--- config.mk ---
export PLATFORM = sky130hd
export DESIGN_NAME = dma_cell_cmd_int_control
export DESIGN_NICKNAME = d
export VERILOG_FILES = /design/src/common/dma_cell_pkg.sv /design/src/rtl/dma_cell_cmd_int_control.sv /design/src/rtl/sync_two_flop.sv /design/src/rtl/fixed_priority_pick.sv
export SDC_FILE = /design/constraint.sdc
export NUM_CORES = 1
export LEC_CHECK = 0
export ABC_AREA = 0
export BUFFER_PORTS_ARGS = -buffer_cell sky130_fd_sc_hd__buf_2
export CORE_MARGIN = 2
export CORE_UTILIZATION = 45
export CTS_CLUSTER_SIZE = 12
export DETAILED_ROUTE_END_ITERATION = 7
export GPL_TIMING_DRIVEN = 0
export PLACE_DENSITY_LB_ADDON = 0.12
export SYNTH_ARGS = -nofsm -noshare
export SYNTH_HDL_FRONTEND = slang
export SYNTH_SLANG_ARGS = --single-unit
export TNS_END_PERCENT = 20
--- constraint.sdc ---
create_clock -name ref_clk -period 1.8 [get_ports ref_clk]
set_input_delay 0.18 -clock ref_clk [delete_from_list [all_inputs] [get_ports ref_clk]]
set_output_delay 0.18 -clock ref_clk [all_outputs]
set_load 0.02 [all_outputs]
--- src/common/dma_cell_pkg.sv ---
// Overview of operation
// - command bits 7..5: 000 null, 001 reserved
// - 010 clears highest set under-service bit only
// - 011 resets cell; channels stay disabled
// - 100/101/110/111 enable txb/rxb/txa/rxa, no start
// - bits 4..0 written form register pointer
// - pointer returns to command after next access
// - status bits 7..4 flag terminal count
// - status bits 3..0 flag aborted operations
// - reading status clears count and abort flags
// - master enable clear blocks every interrupt
// - lower chain disable holds chain output low
// - no-vector bit stops vector bus drive
// - status include replaces vector bits 3..1
// - status codes 000,100 rxa,101 rxb,110 txa,111 txb
// - control bits 3..0 are per-channel enables
// - stored vector returned on acknowledge
// - interrupt commands 001/010/011 clear pending/service
// - interrupt commands 101/110/111 set pending/service
// - bits 3..0 select channels, not stored
// - fixed priority rxa, txa, rxb, txb
// - request needs pending, enables, chain in, no service
// - acknowledge sets winner's under-service bit
package dma_cell_pkg;

  ////////////////////////////////////////////////////////////////////////////////
  // pointer addresses of the cell registers
  localparam logic [4:0] ADDR_CMD_STATUS     = 5'h00; // command write, transfer status read
  localparam logic [4:0] ADDR_INT_CMD_STATUS = 5'h01; // interrupt command / interrupt status
  localparam logic [4:0] ADDR_INT_CONTROL    = 5'h02; // interrupt control
  localparam logic [4:0] ADDR_INT_VECTOR     = 5'h03; // interrupt vector

  ////////////////////////////////////////////////////////////////////////////////
  // field positions
  localparam int CMD_MSB = 7;  // command field top bit
  localparam int CMD_LSB = 5;  // command field bottom bit
  localparam int PTR_MSB = 4;  // pointer field top bit
  localparam int SEL_MSB = 3;  // channel selection top bit
  localparam int CTL_MIE = 7;  // master_irq_enable
  localparam int CTL_DLC = 6;  // lower_chain_disable
  localparam int CTL_NV  = 5;  // no vector
  localparam int CTL_VIS = 4;  // vector includes status
  localparam int VEC_MSB = 3;  // vector_status_msb
  localparam int VEC_LSB = 1;  // lowest substituted vector bit

  // channel bit index, higher index is higher interrupt priority
  localparam int CH_RXA = 3;
  localparam int CH_TXA = 2;
  localparam int CH_RXB = 1;
  localparam int CH_TXB = 0;

  ////////////////////////////////////////////////////////////////////////////////
  // channel command codes
  localparam logic [2:0] CC_NULL      = 3'h0;
  localparam logic [2:0] CC_RSVD      = 3'h1;
  localparam logic [2:0] CC_CLR_HIGH  = 3'h2;
  localparam logic [2:0] CC_RESET     = 3'h3;
  localparam logic [2:0] CC_EN_TXB    = 3'h4;
  localparam logic [2:0] CC_EN_RXB    = 3'h5;
  localparam logic [2:0] CC_EN_TXA    = 3'h6;
  localparam logic [2:0] CC_EN_RXA    = 3'h7;

  // interrupt command codes
  localparam logic [2:0] IC_NULL      = 3'h0;
  localparam logic [2:0] IC_CLR_IP    = 3'h1;
  localparam logic [2:0] IC_CLR_IUS   = 3'h2;
  localparam logic [2:0] IC_CLR_BOTH  = 3'h3;
  localparam logic [2:0] IC_RSVD      = 3'h4;
  localparam logic [2:0] IC_SET_IP    = 3'h5;
  localparam logic [2:0] IC_SET_IUS   = 3'h6;
  localparam logic [2:0] IC_SET_BOTH  = 3'h7;

  // vector status codes
  localparam logic [2:0] VS_NONE      = 3'h0;
  localparam logic [2:0] VS_RXA       = 3'h4;
  localparam logic [2:0] VS_RXB       = 3'h5;
  localparam logic [2:0] VS_TXA       = 3'h6;
  localparam logic [2:0] VS_TXB       = 3'h7;

  ////////////////////////////////////////////////////////////////////////////////
  // values after reset
  localparam logic [4:0] PTR_RESET    = 5'h00;
  localparam logic [3:0] CHAN_RESET   = 4'h0;
  localparam logic [7:0] BYTE_RESET   = 8'h00;
  localparam logic       SYNC_RESET   = 1'b0;

  ////////////////////////////////////////////////////////////////////////////////
  // types
  typedef enum logic [1:0] {ACK_IDLE, ACK_OURS, ACK_OTHER} ack_state_type;

  // one-cycle events from the transfer engine
  typedef struct packed {
    logic [3:0] term_count;  // terminal count reached
    logic [3:0] aborted;     // operation aborted
    logic [3:0] irq_event;   // interrupt condition per channel
  } dma_events_type;

  // one host access, from the bus interface on ref_clk
  typedef struct packed {
    logic       wr;          // write strobe, one cycle
    logic       rd;          // read strobe, one cycle
    logic [7:0] wdata;       // write byte
  } host_access_type;

  // complete state of the cell
  typedef struct packed {
    logic [4:0]    ptr;
    logic [3:0]    tc;
    logic [3:0]    abort;
    logic [3:0]    chan_en;
    logic [7:0]    ctrl;
    logic [7:0]    vector;
    logic [3:0]    ip;
    logic [3:0]    under_service_bit;
    ack_state_type ack;
    logic [7:0]    rdata;
    logic [7:0]    vec_data;
    logic          vec_oe;
    logic          irq_req;
    logic          chain_out;
  } state_type;

endpackage

--- src/rtl/dma_cell_cmd_int_control.sv ---
// command, status and interrupt control of the four-channel dma cell
module dma_cell_cmd_int_control (
  input  wire logic                          ref_clk,
  input  wire logic                          sys_rst,
  input  wire dma_cell_pkg::host_access_type host,            // register access
  input  wire dma_cell_pkg::dma_events_type  events,          // engine events
  input  wire logic                          serial_pending,  // serial cell has priority
  input  wire logic                          chain_enable_in, // daisy-chain input pin
  input  wire logic                          int_ack_n,       // acknowledge pin, low active
  output logic      [7:0]                    host_rdata,      // read data
  output logic      [3:0]                    chan_enable,     // channel enables to engine
  output logic                               int_request,     // interrupt request
  output logic                               chain_enable_out,// daisy-chain output
  output logic      [7:0]                    vector_data,     // vector byte
  output logic                               vector_oe        // high while vector driven
);

  ////////////////////////////////////////////////////////////////////////////////
  // host access: at pointer zero a write is a channel command that also
  // loads the pointer, and a read returns transfer status and clears it;
  // with a nonzero pointer the next access of either kind goes to that
  // register and the pointer falls back to zero
  // acknowledge: the pin passes two sync flops, so the cell acts on the
  // third edge after the pin falls and shows the vector from that same edge
  // limitation: an acknowledge shorter than the sync delay ends before the vector shows,
  // which is why the host holds the pin low for many cycles

  ////////////////////////////////////////////////////////////////////////////////
  // declarations
  dma_cell_pkg::state_type st_reg;       // all state of the cell
  dma_cell_pkg::state_type st_next;      // next state

  logic                    iei_sync;     // synchronised chain input
  logic                    ack_sync;     // synchronised acknowledge, high active

  logic [3:0]              pend_enabled; // pending and individually enabled
  logic [3:0]              req_vec;      // channels allowed to request
  logic [3:0]              pend_grant;   // highest pending and enabled
  logic                    pend_any;     // something pending and enabled
  logic [3:0]              ius_grant;    // highest under-service bit
  logic                    ius_any;      // some under-service bit is set
  logic [2:0]              status_code;  // vector status field
  logic [2:0]              cmd;          // command field of written byte
  logic [3:0]              sel;          // channel selection of written byte
  logic                    master_irq_enable;          // master enable
  logic [7:0]              vec_out;      // vector with optional status

  ////////////////////////////////////////////////////////////////////////////////
  // pin synchronisers; both pins come from outside the clock domain
  sync_two_flop iei_sync_u (
    .ref_clk   (ref_clk),
    .sys_rst   (sys_rst),
    .pin_in    (chain_enable_in),
    .level_out (iei_sync)
  );

  sync_two_flop ack_sync_u (
    .ref_clk   (ref_clk),
    .sys_rst   (sys_rst),
    .pin_in    (~int_ack_n),
    .level_out (ack_sync)
  );

  ////////////////////////////////////////////////////////////////////////////////
  // interrupt qualification
  assign master_irq_enable          = st_reg.ctrl[dma_cell_pkg::CTL_MIE];
  // vector status only looks at pending and enabled sources
  assign pend_enabled = st_reg.ip & st_reg.ctrl[dma_cell_pkg::SEL_MSB:0] & {4{master_irq_enable}};
  // a serviced channel may not request again until cleared
  assign req_vec      = pend_enabled & ~st_reg.under_service_bit & {4{iei_sync}};
  // fields of the byte on the bus; only meaningful with a write strobe
  assign cmd          = host.wdata[dma_cell_pkg::CMD_MSB:dma_cell_pkg::CMD_LSB];
  assign sel          = host.wdata[dma_cell_pkg::SEL_MSB:0];

  // fixed priority, independent of transfer priority programming
  fixed_priority_pick #(.WIDTH(4)) pend_pick_u (
    .req   (pend_enabled),
    .grant (pend_grant),
    .any   (pend_any)
  );

  // picker for the reset-highest-service command
  fixed_priority_pick #(.WIDTH(4)) ius_pick_u (
    .req   (st_reg.under_service_bit),
    .grant (ius_grant),
    .any   (ius_any)
  );

  ////////////////////////////////////////////////////////////////////////////////
  // vector status encoding and substitution
  always_comb begin
    // codes 001..011 are never produced
    status_code = dma_cell_pkg::VS_NONE;
    if (pend_grant[dma_cell_pkg::CH_RXA]) begin
      status_code = dma_cell_pkg::VS_RXA;
    end else if (pend_grant[dma_cell_pkg::CH_TXA]) begin
      status_code = dma_cell_pkg::VS_TXA;
    end else if (pend_grant[dma_cell_pkg::CH_RXB]) begin
      status_code = dma_cell_pkg::VS_RXB;
    end else if (pend_grant[dma_cell_pkg::CH_TXB]) begin
      status_code = dma_cell_pkg::VS_TXB;
    end
    // stored vector, bits 3..1 replaced only when status is included
    vec_out = st_reg.vector;
    if (st_reg.ctrl[dma_cell_pkg::CTL_VIS]) begin
      vec_out[dma_cell_pkg::VEC_MSB:dma_cell_pkg::VEC_LSB] = status_code;
    end
  end

  ////////////////////////////////////////////////////////////////////////////////
  // next-state logic
  always_comb begin
    st_next = st_reg;

    ////////////////////////////////////////////////////////////////////////////
    // host writes
    if (host.wr) begin
      if (st_reg.ptr == dma_cell_pkg::ADDR_CMD_STATUS) begin
        // low five bits become the pointer for the next access
        st_next.ptr = host.wdata[dma_cell_pkg::PTR_MSB:0];
        case (cmd)
          dma_cell_pkg::CC_NULL: begin
            // null command leaves the cell as it is
          end

          dma_cell_pkg::CC_RSVD: begin
            // reserved, ignored so future codes do no harm
          end

          dma_cell_pkg::CC_CLR_HIGH: begin
            // independent of the chain input level
            if (ius_any) begin
              st_next.under_service_bit = st_reg.under_service_bit & ~ius_grant;
            end
          end

          dma_cell_pkg::CC_RESET: begin
            // channels stay off until enabled one by one
            st_next.chan_en = dma_cell_pkg::CHAN_RESET;
            st_next.tc      = dma_cell_pkg::CHAN_RESET;
            st_next.abort   = dma_cell_pkg::CHAN_RESET;
          end

          // enables only; the engine waits for its own request to start
          dma_cell_pkg::CC_EN_TXB: st_next.chan_en[dma_cell_pkg::CH_TXB] = 1'b1;
          dma_cell_pkg::CC_EN_RXB: st_next.chan_en[dma_cell_pkg::CH_RXB] = 1'b1;
          dma_cell_pkg::CC_EN_TXA: st_next.chan_en[dma_cell_pkg::CH_TXA] = 1'b1;
          dma_cell_pkg::CC_EN_RXA: st_next.chan_en[dma_cell_pkg::CH_RXA] = 1'b1;
          default: begin
            // all codes covered
          end
        endcase
      end else begin
        // second access of the pair; pointer falls back afterwards
        st_next.ptr = dma_cell_pkg::PTR_RESET;
        case (st_reg.ptr)
          dma_cell_pkg::ADDR_INT_CMD_STATUS: begin
            // bit 4 is not looked at; hosts keep it zero
            case (cmd)
              dma_cell_pkg::IC_CLR_IP:   st_next.ip  = st_reg.ip & ~sel;
              dma_cell_pkg::IC_CLR_IUS:  st_next.under_service_bit = st_reg.under_service_bit & ~sel;
              dma_cell_pkg::IC_CLR_BOTH: begin
                st_next.ip  = st_reg.ip & ~sel;
                st_next.under_service_bit = st_reg.under_service_bit & ~sel;
              end

              dma_cell_pkg::IC_SET_IP:   st_next.ip  = st_reg.ip | sel;
              dma_cell_pkg::IC_SET_IUS:  st_next.under_service_bit = st_reg.under_service_bit | sel;
              dma_cell_pkg::IC_SET_BOTH: begin
                st_next.ip  = st_reg.ip | sel;
                st_next.under_service_bit = st_reg.under_service_bit | sel;
              end

              default: begin
                // null and reserved codes change nothing
              end
            endcase
          end
          // control and vector are plain read/write bytes
          dma_cell_pkg::ADDR_INT_CONTROL: st_next.ctrl   = host.wdata;
          dma_cell_pkg::ADDR_INT_VECTOR:  st_next.vector = host.wdata;
          default: begin
            // unmapped pointer: write dropped
          end
        endcase
      end
    end

    ////////////////////////////////////////////////////////////////////////////
    // host reads; data is registered, valid the cycle after the strobe
    if (host.rd) begin
      if (st_reg.ptr == dma_cell_pkg::ADDR_CMD_STATUS) begin
        st_next.rdata = {st_reg.tc, st_reg.abort};
        // read clears; an event in the same cycle is added back below
        st_next.tc    = dma_cell_pkg::CHAN_RESET;
        st_next.abort = dma_cell_pkg::CHAN_RESET;
      end else begin
        st_next.ptr = dma_cell_pkg::PTR_RESET;
        case (st_reg.ptr)
          dma_cell_pkg::ADDR_INT_CMD_STATUS: st_next.rdata = {st_reg.under_service_bit, st_reg.ip};
          dma_cell_pkg::ADDR_INT_CONTROL:    st_next.rdata = st_reg.ctrl;
          dma_cell_pkg::ADDR_INT_VECTOR:     st_next.rdata = st_reg.vector;
          // unmapped pointers read as zero
          default:                           st_next.rdata = dma_cell_pkg::BYTE_RESET;
        endcase
      end
    end

    ////////////////////////////////////////////////////////////////////////////
    // engine events set flags; set wins over any clear in the same cycle
    // so a status read in the same cycle as a count event never loses it
    st_next.tc    = st_next.tc | events.term_count;
    st_next.abort = st_next.abort | events.aborted;
    st_next.ip    = st_next.ip | events.irq_event;

    ////////////////////////////////////////////////////////////////////////////
    // acknowledge sequence
    case (st_reg.ack)
      dma_cell_pkg::ACK_IDLE: begin
        if (ack_sync) begin
          // serial cell outranks the dma cell inside the device
          if (iei_sync && pend_any && !serial_pending) begin
            st_next.under_service_bit      = st_next.under_service_bit | pend_grant;
            // the byte only shows while it is driven, so a suppressed
            // vector reads as zero at the pins
            if (st_reg.ctrl[dma_cell_pkg::CTL_NV]) begin
              st_next.vec_data = dma_cell_pkg::BYTE_RESET;
            end else begin
              st_next.vec_data = vec_out;
            end
            // no-vector option leaves the bus undriven
            st_next.vec_oe   = ~st_reg.ctrl[dma_cell_pkg::CTL_NV];
            st_next.ack      = dma_cell_pkg::ACK_OURS;
          end else begin
            st_next.ack = dma_cell_pkg::ACK_OTHER;
          end
        end
      end
      dma_cell_pkg::ACK_OURS: begin
        // hold the vector until the acknowledge ends
        if (!ack_sync) begin
          st_next.vec_oe   = 1'b0;
          st_next.vec_data = dma_cell_pkg::BYTE_RESET;
          st_next.ack      = dma_cell_pkg::ACK_IDLE;
        end
      end
      dma_cell_pkg::ACK_OTHER: begin
        // another device answers; wait for the end
        if (!ack_sync) begin
          st_next.ack = dma_cell_pkg::ACK_IDLE;
        end
      end
      default: begin
        // unused encoding: back to idle with the bus released
        st_next.ack    = dma_cell_pkg::ACK_IDLE;
        st_next.vec_oe = 1'b0;
      end
    endcase

    ////////////////////////////////////////////////////////////////////////////
    // request and chain outputs, registered to keep outputs glitch-free
    st_next.irq_req   = |req_vec;
    // any serviced channel blocks the lower chain, as does the disable bit
    st_next.chain_out = iei_sync & ~(|st_reg.under_service_bit)
                        & ~st_reg.ctrl[dma_cell_pkg::CTL_DLC];
  end

  ////////////////////////////////////////////////////////////////////////////////
  // state register with synchronous reset
  always_ff @(posedge ref_clk) begin
    if (sys_rst) begin
      // register bus state
      st_reg.ptr       <= dma_cell_pkg::PTR_RESET;
      st_reg.tc        <= dma_cell_pkg::CHAN_RESET;
      st_reg.abort     <= dma_cell_pkg::CHAN_RESET;
      st_reg.chan_en   <= dma_cell_pkg::CHAN_RESET;

      // interrupt programming and flags
      st_reg.ctrl      <= dma_cell_pkg::BYTE_RESET;
      st_reg.vector    <= dma_cell_pkg::BYTE_RESET;
      st_reg.ip        <= dma_cell_pkg::CHAN_RESET;
      st_reg.under_service_bit       <= dma_cell_pkg::CHAN_RESET;

      // acknowledge and output flops
      st_reg.ack       <= dma_cell_pkg::ACK_IDLE;
      st_reg.rdata     <= dma_cell_pkg::BYTE_RESET;
      st_reg.vec_data  <= dma_cell_pkg::BYTE_RESET;
      st_reg.vec_oe    <= 1'b0;
      st_reg.irq_req   <= 1'b0;
      st_reg.chain_out <= 1'b0;
    end else begin
      st_reg <= st_next;
    end
  end

  ////////////////////////////////////////////////////////////////////////////////
  // outputs straight from the state flops
  assign host_rdata       = st_reg.rdata;
  assign chan_enable      = st_reg.chan_en;
  assign int_request      = st_reg.irq_req;
  assign chain_enable_out = st_reg.chain_out;
  // vector_data reads zero whenever vector_oe is low
  assign vector_data      = st_reg.vec_data;
  assign vector_oe        = st_reg.vec_oe;

endmodule // dma_cell_cmd_int_control

--- src/rtl/sync_two_flop.sv ---
// two-flop synchroniser for one pin level
module sync_two_flop (
  input  wire logic ref_clk,
  input  wire logic sys_rst,
  input  wire logic pin_in,
  output logic      level_out
);

  logic stage_one_reg; // metastable stage, read only by the second flop

  ////////////////////////////////////////////////////////////////////////////////
  // both stages clear with the synchronous reset
  always_ff @(posedge ref_clk) begin
    if (sys_rst) begin
      stage_one_reg <= dma_cell_pkg::SYNC_RESET;
      level_out     <= dma_cell_pkg::SYNC_RESET;
    end else begin
      stage_one_reg <= pin_in;
      level_out     <= stage_one_reg;
    end
  end

endmodule // sync_two_flop

--- src/rtl/fixed_priority_pick.sv ---
// picks the highest set bit; highest index wins
module fixed_priority_pick #(
  parameter int WIDTH = 4
) (
  input  wire logic [WIDTH-1:0] req,
  output logic      [WIDTH-1:0] grant,
  output logic                  any
);

  logic found; // a higher bit already won

  ////////////////////////////////////////////////////////////////////////////////
  // scan from the top so the highest priority request is granted
  always_comb begin
    found = 1'b0;
    grant = '0;
    for (int i = WIDTH - 1; i >= 0; i--) begin
      if (req[i] && !found) begin
        grant[i] = 1'b1;
        found    = 1'b1;
      end
    end
    any = found;
  end

endmodule // fixed_priority_pick

Word level (Yosys, flattened, before mapping)
Cells that the tools add are included.
{"block": "op_classes", "eq_ne": 16, "muxes": 53, "n_bitwise": 24, "n_reduce_logical": 38}
{"op": "8-bit two-way mux", "n": 7}
{"op": "41-bit two-way mux", "n": 1}
{"op": "4-bit AND", "n": 7}
{"op": "9-bit two-way mux", "n": 3}
{"op": "4-bit bitwise OR", "n": 6}
{"op": "8-bit one-hot mux with 3 select lines", "n": 1}
{"op": "20-bit two-way mux", "n": 1}
{"op": "4-bit two-way mux", "n": 5}
{"op": "3-bit AND reduction", "n": 6}
{"op": "4-bit one-hot mux with 2 select lines", "n": 2}
{"op": "8-bit one-hot mux with 2 select lines", "n": 1}
{"op": "3-bit two-way mux", "n": 5}
{"op": "1-bit two-way mux", "n": 14}
{"op": "13-bit two-way mux", "n": 1}
{"op": "3-bit equality test, second input constant", "n": 4}
{"op": "12-bit two-way mux", "n": 1}
{"op": "4-bit NOT", "n": 3}
{"op": "5-bit by 2-bit equality test with 1-bit output, second input constant", "n": 2}
{"op": "5-bit two-way mux", "n": 2}
{"op": "2-bit nonzero test", "n": 5}
{"op": "2-bit OR reduction", "n": 5}
{"op": "1-bit logical AND", "n": 8}
{"op": "1-bit one-hot mux with 2 select lines", "n": 4}
{"op": "4-bit AND reduction", "n": 2}
{"op": "other kinds (18)", "n": 35}
{"block": "word_totals", "register_bits": 66, "in_bits": 27, "output_inout_bits": 23}

Depth between registers and ports, before layout
{"block": "depth", "ltp_word": 21, "mapped_depth": 6, "mapped_depth_nobuf": 6}

By module
Synthesis repeated with hierarchy kept, for this count alone.
{"block": "unflattened", "cells_unflattened": 349, "area_unflattened_um2": 3195.6}
{"mod": "dma_cell_cmd_int_control", "instances": 1, "cells_each": 331, "area_each_um2": 3015.4, "seq_area_each_um2": 1241.2}
{"mod": "sync_two_flop", "instances": 2, "cells_each": 4, "area_each_um2": 52.6, "seq_area_each_um2": 40.0}
{"mod": "fixed_priority_pick", "instances": 2, "cells_each": 5, "area_each_um2": 37.5, "seq_area_each_um2": 0.0}

Worst setup path before layout
No wires, ideal clock.
{"block": "synth_timing", "path_type": "register -> register", "from": "reg st_reg[19] in the netlist's numbering", "to": "reg st_reg (netlist bit vector_data[2])", "setup_ns": 0.121, "arrival_ns": 1.617, "t_required_ns": 1.679, "setup_slack_ns": 0.062, "path_stages_with_launch": 7, "n_path_buf": 0, "cell_sequence": "dfxtp_1 inv_1 ha_1 nand4_2 a311oi_4 mux2i_4 mux2_2"}
{"block": "synth_via", "elab_chain_len": 3}
{"item": "start, declared", "line": "dma_cell_cmd_int_control.sv:30", "source": "dma_cell_pkg::state_type st_reg;"}
{"item": "start signal, assigned", "line": "dma_cell_cmd_int_control.sv:292", "source": "st_reg <= st_next;"}
{"item": "2-bit by 1-bit equality test with 1-bit output or 2-bit zero test (tied branches)", "line": "dma_cell_cmd_int_control.sv:218", "source": "case (st_reg.ack)"}
{"item": "2-bit inequality test (no source line) (tied with other cells)"}
{"item": "4-bit AND reduction (no source line)"}
Parallel ways exist; a longest one is shown, timed or not.
A chain may end at the register's enable or synchronous reset.

Final worst setup path
{"block": "layout_timing", "from": "reg st_reg[59] in the netlist's numbering", "to": "reg st_reg[49] in the netlist's numbering"}
{"block": "layout_via", "elab_chain_len": 6}
{"item": "5-bit zero test *", "line": "dma_cell_cmd_int_control.sv:118, dma_cell_cmd_int_control.sv:192"}
{"item": "12-bit two-way mux", "line": "dma_cell_cmd_int_control.sv:118", "source": "if (st_reg.ptr == dma_cell_pkg::ADDR_CMD_STATUS) begin"}
{"item": "41-bit two-way mux", "line": "dma_cell_cmd_int_control.sv:117", "source": "if (host.wr) begin"}
{"item": "8-bit two-way mux", "line": "dma_cell_cmd_int_control.sv:192", "source": "if (st_reg.ptr == dma_cell_pkg::ADDR_CMD_STATUS) begin"}
{"item": "13-bit two-way mux *", "line": "dma_cell_cmd_int_control.sv:191", "source": "if (host.rd) begin"}
{"item": "4-bit bitwise OR *", "line": "dma_cell_cmd_int_control.sv:213", "source": "st_next.abort = st_next.abort | events.aborted;"}
Mark *: on every way between the ends. The rest lies on a longest branch, timed or not.

==> flow_summary.ini <==
[floorplan]
ios = 50
dieArea_um2 = 8060
row_count = 31
start_util_pct = 46.2
core_area_um2 = 7180
fp.dieW_um = 89.8
die_h_um = 89.8

[critical_path]
endpoint_kind = flop
crit_arrival_ps = 2010
critPathRequiredTime_ps = 2020
startpoint_type = flop
critPathKind = reg -> reg
critPathMaxFanout = 8

[clocking]
cts_root_buf = clkbuf_8
clk_latency_ps = 350
cts_tree = yes
clkTransAtPathRegs_ps = 70
cts.sinks = 66
clk_path_buf_depth = 2
h-tree-depth = 3
cts_buffers = 9

[placed_design]
dp_cells = 509
hpwl_um = 6270
globalplace.congestion = 0.892
port_buffers = 48

[power]
power_frac_clock_pct = 39.0
power_density_nw_per_um2 = 809
p_int_w = 0.00240
sw_frac_of_total_pct = 25.9
pwr-share-comb_pct = 12.6
total_leakage_power_nw = 1.76
power.switching_w = 0.000840
p_seq_share_pct = 48.3
ir_worst_vdd_mv = 0.428
power_w = 0.00324

[timing]
finalSetupViolCount = 0
hold_ws_ps = 41.4
worstMarginPinSlew_ps = 686
drv_slew = 0
period_needed_ps = 1790
timing.final.crit_share_pct = 99.7
skew_ps = 6.26
rsz0062_at_grt = yes
finalHoldViolCount = 0
relSlewSlack_pct = 54.3
timing.fmax_mhz = 557

[layout]
diodes = 0
multi_input_area_um2 = 1730
stdcell_count = 533
area_growth_syn_to_layout_pct = 21.0
largest_reg_flops = 38
nets = 459
num-fill-cells = 678
seq_area_um2 = 1330
layout.cells.most_common = dfxtp_1
drive_gt1_share_pct = 29.3
final_cell_mix = dfxtp_1, buf_2, nor2_1, buf_4, mux2i_1
postLayoutCoreUtil_pct = 55.8

[global_routing]
grt_max_degree = 11
grt_first_pass_wirelength_um = 14000
grt_overflow = 0
antenna_found_initial = 0
grt_pass1_vias = 2696
grt.total_usage_pct = 22.0

[detailed_routing]
vias = 2847
drc = 0
ant_nets = 0
drtIter0Drc = 141
first_pass_iters = 4
wl_per_cell_um = 16.3
wirelength_um = 8700
viasPerCell = 5.34

[yosys]
synth_warnings = 0
avgSynthCellArea_um2 = 9.15
synth_edf_count = 0
synth-seq-cells = 66
yosysTopAreaCell = dfxtp_1
yosysSeqAreaShare_pct = 39.9
synth_ff_type = dfxtp_1
ys_types = 55
ys_async_sr_fraction_pct = 0
syn_inst = 362
synth_top_area_share_pct = 39.9
syn_nets = 392
synth.area.top_cells = dfxtp_1, mux2i_1, buf_4
syn_area_um2 = 3310

[run]
maxCapViolCount = 0

[hold_path]
worstHoldPathType = in -> reg

[run_status]
outcome = complete, no violations
-- power groups by stage --
stage	logic, W	clock network, W	registers, W
final	0.000410	0.00127	0.00157
after global routing	0.000449	0.00134	0.00157
after CTS	0.000402	0.00129	0.00156
after detailed placement	0.000393	0	0.00159
after global placement	0.000390	0	0.00159
after floorplan	0.000263	0	0.00158
-- synth_stat cells, types with 6 or more instances --
cell	count
clkbuf_1	13
a22oi_1	14
nor2b_1	7
mux2_2	10
o22ai_1	10
inv_1	24
nand2b_1	18
a31oi_1	10
nor3_1	6
a2bb2oi_1	8
buf_4	20
nand2_1	13
mux2i_1	24
a21oi_1	12
o21ai_0	6
nand4_1	9
nor2_1	35
dfxtp_1	66
-- layout make-up --
type,instances,area share [%]
buffer,38,5.90
clock buffer,14,4.06
clock inverter,2,0.874
inverter,24,2.25
multi-input combinational,234,43.2
sequential,66,33.1
tap,99,3.09
timing repair buffer,56,7.56
-- metal layers --
| metal | up-vias | wire [µm] | GRT usage, % |
|---|---|---|---|
| li1 | 1421 | - | - |
| met1 | 1342 | 4100 | 29.6 |
| met2 | 74 | 4080 | 35.7 |
| met3 | 10 | 419 | 5.11 |
| met4 | 0 | 99 | 5.90 |
| met5 | - | 0 | 0 |
-- worst max-delay path: stages, from the launching register on --
cell and delay, ps:
dfxtp_2 350, or4b_4 580, nor4_4 380, a211o_4 260, o22ai_1 90
-- per-stage QoR --
step,instance area [µm²],worst slack [ps],setup TNS [ps]
after floorplan,3310,61.8,0
after detailed placement,3680,-167,-1280
after global routing,4010,-54.2,-277
after CTS,3920,-24.9,-49.6
after global placement,3680,-151,-1210
final,4010,5.74,0
-- repair_timing --
| item | 4_1_cts | 5_1_grt |
|---|---|---|
| endpoints found under the setup margin | 31 | 40 |
| hold endpoints to repair | 1 | 0 |
| resized for setup | 9 | 13 |
| buffers inserted | 0 | 7 |
| pin swaps | 2 | 2 |
| hold buffers | 1 | 0 |
-- worst paths after layout --
| kind | end | start | slack [ps] | cells past startpoint |
|---|---|---|---|---|
| setup / recovery | st_reg[49] | st_reg[59] | 6 | 4 |
| hold / removal | iei_sync_u.stage_one_reg | chain_enable_in | 40 | 2 |
| setup reg to reg | st_reg[49] | st_reg[59] | 6 | 4 |
| hold reg to reg | iei_sync_u.level_out | iei_sync_u.stage_one_reg | 440 | 1 |
-- cells by family after synthesis --
logic type	count (synthesis)	synth area share (%)
mux	35	11.3
compound gates	78	17.2
fa+ha+maj	3	1.13
flops	66	39.9
buf+inv	62	9.67
simple gates	118	20.7
No activity file was read; power rests on OpenSTA's default activity.
